`config.mk`:
```
export PLATFORM = sky130hd
export DESIGN_NAME = dpc_prbs_source
export DESIGN_NICKNAME = d
export VERILOG_FILES = /design/src/dpc_pkg.sv /design/src/dpc_prbs_source.sv
export SDC_FILE = /design/constraint.sdc
export NUM_CORES = 1
export LEC_CHECK = 0
export BUFFER_PORTS_ARGS = -buffer_cell sky130_fd_sc_hd__buf_2
export CORE_AREA = 2 2 83 85
export CTS_CLUSTER_DIAMETER = 30
export CTS_CLUSTER_SIZE = 30
export DETAILED_ROUTE_END_ITERATION = 10
export DIE_AREA = 0 0 85 87
export PLACE_DENSITY_LB_ADDON = 0.25
export SETUP_SLACK_MARGIN = 0.02
export SYNTH_ARGS = -nofsm -noshare
export SYNTH_HDL_FRONTEND = slang
export SYNTH_SLANG_ARGS = --single-unit
```
`constraint.sdc`:
```
create_clock -name clk_sys_in -period 2.62 [get_ports clk_sys_in]
set_input_delay 0.131 -clock clk_sys_in [delete_from_list [all_inputs] [get_ports clk_sys_in]]
set_output_delay 0.131 -clock clk_sys_in [all_outputs]
set_load 0.05 [all_outputs]
```
`src/dpc_pkg.sv`:
```
package dpc_pkg;

    localparam int DPC_DATA_W    = 16;
    localparam int DPC_CHANNELS  = 6;
    localparam int DPC_PER_DAC   = 3;
    localparam int DPC_HIST_W    = 15;
    localparam int DPC_ADDR_W    = 12;
    localparam int DPC_IDX_W     = 10;

    // Register indices; byte address is four times the index
    localparam logic [9:0] DPC_IDX_CTRL     = 10'h14b;
    localparam logic [9:0] DPC_IDX_TALLY0   = 10'h14c;
    localparam logic [9:0] DPC_IDX_TALLY1   = 10'h14d;
    localparam logic [9:0] DPC_IDX_CHOICE   = 10'h14e;
    localparam logic [9:0] DPC_IDX_INT_STAT = 10'h170;
    localparam logic [9:0] DPC_IDX_INT_MASK = 10'h171;

    // Control register fields
    localparam int DPC_EN_BIT     = 0;
    localparam int DPC_CLR_BIT    = 1;
    localparam int DPC_MODE_BIT   = 2;
    localparam int DPC_INV_I_BIT  = 3;
    localparam int DPC_INV_Q_BIT  = 4;
    localparam int DPC_GOOD_I_BIT = 6;
    localparam int DPC_GOOD_Q_BIT = 7;

    localparam logic [7:0] DPC_CTRL_RESET   = 8'h10;
    localparam logic [2:0] DPC_CHOICE_RESET = 3'h7;
    localparam logic [2:0] DPC_SEL_ALL      = 3'h6;
    localparam logic [7:0] DPC_COUNT_MAX    = 8'hff;
    localparam logic [1:0] DPC_INT_RESET    = 2'h0;

    // Interrupt status bits: path 0 mismatch, path 1 mismatch
    localparam int DPC_INT_W      = 2;

    // Generator taps on the history register, newest bit at index 0
    localparam int DPC_P7_TAP_A   = 6;
    localparam int DPC_P7_TAP_B   = 5;
    localparam int DPC_P15_TAP_A  = 14;
    localparam int DPC_P15_TAP_B  = 13;

    typedef struct packed {
        logic                  valid;
        logic [DPC_DATA_W-1:0] i_data;
        logic [DPC_DATA_W-1:0] q_data;
    } dpc_sample_type;

    typedef struct packed {
        logic                  miss;
        logic [DPC_HIST_W-1:0] hist;
    } dpc_check_type;

    typedef enum logic {
        DPC_BUS_IDLE = 1'b0,
        DPC_BUS_ACK  = 1'b1
    } dpc_bus_state_type;

endpackage

```
`src/dpc_prbs_source.sv`:
```
`timescale 1ns/1ps
module dpc_prbs_source
    import dpc_pkg::*;
(
    input  wire logic        clk_sys_in,
    input  wire logic        reset_n_in,
    input  wire logic        mode_in,
    input  wire logic        stall_in,
    input  wire logic [11:0] err_in,
    output dpc_sample_type   smp_out [DPC_CHANNELS]
);
    logic [14:0] st_reg;
    logic [30:0] nx;
    // Sixteen generator steps per word, earliest bit into bit 15
    function automatic logic [30:0] step(input logic [14:0] s, input logic m);
        logic        b;
        logic [15:0] w;
        for (int k = 15; k >= 0; k--) begin
            b = m ? s[14] ^ s[13] : s[6] ^ s[5];
            w[k] = b;
            s = {s[13:0], b};
        end
        return {s, w};
    endfunction
    always_ff @(posedge clk_sys_in or negedge reset_n_in) begin
        if (!reset_n_in) begin
            st_reg <= 15'h7fff;
        end else if (!stall_in) begin
            st_reg <= nx[30:16];
        end
    end
    // Flipping bit 15 keeps the fault inside one word for both generators
    always_comb begin
        nx = step(st_reg, mode_in);
        for (int c = 0; c < DPC_CHANNELS; c++) begin
            smp_out[c].valid  = !stall_in;
            smp_out[c].i_data = stall_in ? ~nx[15:0] : nx[15:0] ^ {err_in[c], 15'h0};
            smp_out[c].q_data = stall_in ? nx[15:0] : ~nx[15:0] ^ {err_in[c + 6], 15'h0};
        end
    end
endmodule

```
After elaboration in Yosys (flattened, before gate mapping)
Index checks and enable logic that the tools add are counted. Widths: inputs -> output; s select.

Muxes and demuxes: 28. Bitwise operators: 37. Reduce and logical (&&, ||, !) cells: 1.

Operator list (number): $mux 16 (12); $xor 16x16->16 (12); $xor 1x1->1 (24); $mux 1 (16); $not 16->16 (1); $logic_not 1->1 (1).

Bits in registers: 15. Input port bits: 16. Output and inout bits: 198. Logic and storage cells: 67.

Logic depth before layout (Yosys ltp)
Word-level depth: 9. Depth in mapped cells: 7. Depth with buffers taken out: 4.

Worst setup path before layout
No wires, ideal clock.

Path kind: flip-flop to output port. From: register st_reg[1]. To: output smp_out[120] (netlist name). Arrival: 3.070 ns. Required time: 2.489 ns. Setup slack: -0.581 ns. Stages on the path, launching flop included: 7. Path buffers: 2. Path through: dfstp_2 clkbuf_1 mux2i_1 xnor2_1 xnor2_1 inv_1 buf_4.

RTL lines: start: declaration (line dpc_prbs_source.sv:12) `logic [14:0] st_reg;`; start signal: assignment (line dpc_prbs_source.sv:29) `st_reg <= nx[30:16];`; end: declaration (line dpc_prbs_source.sv:10) `output dpc_sample_type smp_out [DPC_CHANNELS]`.

==> flow_summary.json <==
{
  "synth-seq-cells": 15,
  "max_freq_mhz": 421,
  "cp_slowest_stage_delay_ps": 670,
  "wirelength_mm": 4.94,
  "wl_met3_um": 413,
  "finalCriticalPeriod_ps": 2380,
  "grt_overflow": 0,
  "vias": 1838,
  "path_max_fanout": 6,
  "drv_slew": 0,
  "finalCritPeriodShare_pct": 90.7,
  "crit_arrival_ps": 2250,
  "place_area_sq_mm": 0.00262,
  "tightest_slew_ps": 575,
  "gp_congestion": 0.769,
  "grtUsageTotal_pct": 12.2,
  "crit_path_end": "smp_out[52]",
  "syn_area_per_cell_sq_um": 8.18,
  "syn_to_final_growth_pct": 0.519,
  "clock_sinks": 15,
  "cts_buffers": 3,
  "routedWlPerCell_um": 11.0,
  "post_cts_resized": 0,
  "reg2reg_from": "st_reg[5]",
  "ys_top_cells_by_count": "159 x buf_4, 46 x xnor2_1, 21 x nand2_1",
  "timing.hold.ws_ps": 56.5,
  "floorplan.initialDensity_pct": 40.4,
  "r2r_end": "st_reg[3]",
  "vias_per_cell": 4.08,
  "fill_cells": 676,
  "post-route-cell-area_sq_mm": 0.00267,
  "rows": 30,
  "grt_max_degree": 31,
  "cts_setup_buffers": 0,
  "htree_levels": 1,
  "drtIter0Drc": 85,
  "rr_worst_depth": 4,
  "yosys.area.top_type_share_pct": 45.0,
  "die_y_um": 87,
  "grt_pass1_vias": 1412,
  "top_layer": "met4",
  "hold_violations": 0,
  "synth-edff-count": 0,
  "yosysSeqAreaShare_pct": 14.9,
  "r2r_slack_ps": 1020,
  "worstPathRequired_ps": 2490,
  "drc": 0,
  "cts-root-buf": "clkbuf_8",
  "dp_hpwl_mm": 3.97,
  "synth_top_area_cell": "buf_4",
  "place.port_buffers": 213,
  "antenna_found_initial": 0,
  "netlist_instances": 324,
  "worstPathCellList": "xor2_4 > mux2i_1 > xor2_1 > xnor2_1 > buf_2",
  "netlist_area_sq_mm": 0.00265,
  "synthArstFlopShare_pct": 100,
  "clkTransAtPathRegs_ps": 70,
  "clockBufferDepth": 2,
  "route.met2.wl_mm": 2.44,
  "grt_pass1_wl_mm": 7.29,
  "hp-class": "input port to asynchronous set/reset pin",
  "largest_reg_flops": 15,
  "start_kind": "flip-flop",
  "regArea_sq_um": 394,
  "synth_ff_type": "dfstp_2",
  "synth_most_common_cell": "buf_4",
  "io_pins": 214,
  "finalClockSkew_ps": 2.46,
  "status": "finished clean",
  "crit_slowest_cell": "dfstp_2",
  "dieArea_sq_mm": 0.00740,
  "dr.pass1.iters": 4,
  "yosysWarningCount": 0,
  "nets": 388,
  "postCtsHoldBufs": 0,
  "synthTopCellsByArea": "buf_4 45%, xnor2_1 15%, dfstp_2 15%",
  "fp.dieW_um": 85,
  "antenna_left": 0,
  "cap_viol_max_count": 0,
  "rsz0062_at_grt": "false",
  "synthesis.nets": 340,
  "insertion_delay_ps": 250,
  "ys_types": 20,
  "finalSetupViolCount": 0,
  "diodes": 0,
  "slew-limit-headroom_pct": 61.6,
  "crit_type": "flip-flop to output port",
  "core-area_sq_mm": 0.00657,
  "multiInputGateArea_sq_mm": 0.00101,
  "startpoint": "st_reg[5]",
  "cp-end-kind": "output port",
  "drt-met1-wl_mm": 2.05,
  "cts_tree": "built",
  "drive_gt1_share_pct": 67.7
}
-- layout by cell type (no fill, tap or decap) --
cell type / n
a21oi_1: 7
a21oi_2: 1
buf_2: 213
buf_4: 3
clkbuf_8: 3
clkinv_1: 1
clkinv_2: 1
dfstp_2: 15
inv_1: 5
mux2_2: 2
mux2_4: 2
mux2i_1: 7
mux2i_2: 1
nand2_1: 21
nor2_1: 20
o21ai_0: 5
o21ai_1: 1
xnor2_1: 38
xnor2_2: 8
xor2_1: 15
xor2_4: 2
-- metal layers --
layer / up-vias / global-route usage [%]
li1: 916 / -
met1: 813 / 15.7
met2: 104 / 21.5
met3: 5 / 1.99
met4: 0 / 3.03
met5: - / 0
-- worst max-delay path, delay by kind of cell (launching register included) --
kind | cells | cell delay (ps)
xor gates and xnor gates | 3 | 870
buffers and inverters | 1 | 340
muxes | 1 | 110
DFF | 1 | 670
-- cells by family (layout without fill, tap and decap cells) --
kind of cell    count (synthesis)  in the layout  share of synthesized area [%]
simple gates                   41             41                           5.80
xor+xnor                       63             63                           22.2
mux                            12             12                           5.14
flops                          15             15                           14.9
buf+inv                       179            226                           49.2
compound gates                 14             14                           2.78
-- through the flow --
stage                     setup TNS, ps  std cells  worst slack, ps  utilization, %
after floorplan                   -1460        324            -61.1               -
after CTS                             0        451              198            40.6
final                                 0        451              243            40.6
after global placement                0        447              521            39.9
after global routing                  0        451             71.5            40.6
after detailed placement              0        447              477            39.9
-- how the worst min path moves through the flow --
stage | start | to | slack (ps) | cells past startpoint
floorplan | reset_n_in | st_reg[0] | -20 | 0
global placement | reset_n_in | st_reg[10] | 350 | 1
detailed placement | reset_n_in | st_reg[8] | 360 | 1
CTS | reset_n_in | st_reg[8] | 80 | 1
global route | reset_n_in | st_reg[10] | 90 | 1
finish | reset_n_in | st_reg[13] | 60 | 1
-- cell type report --
cell class                      count  share of cell area (%)
Timing Repair Buffer              216                    40.8
Multi-Input combinational cell    130                    38.0
Sequential cell                    15                    14.8
Tap cell                           80                    3.76
Clock buffer                        3                    1.55
Inverter                            6                   0.845
Clock inverter                      1                   0.188
Power is not shown: default switching activity piles up to over one toggle a cycle in this logic, so the estimate is an artifact.
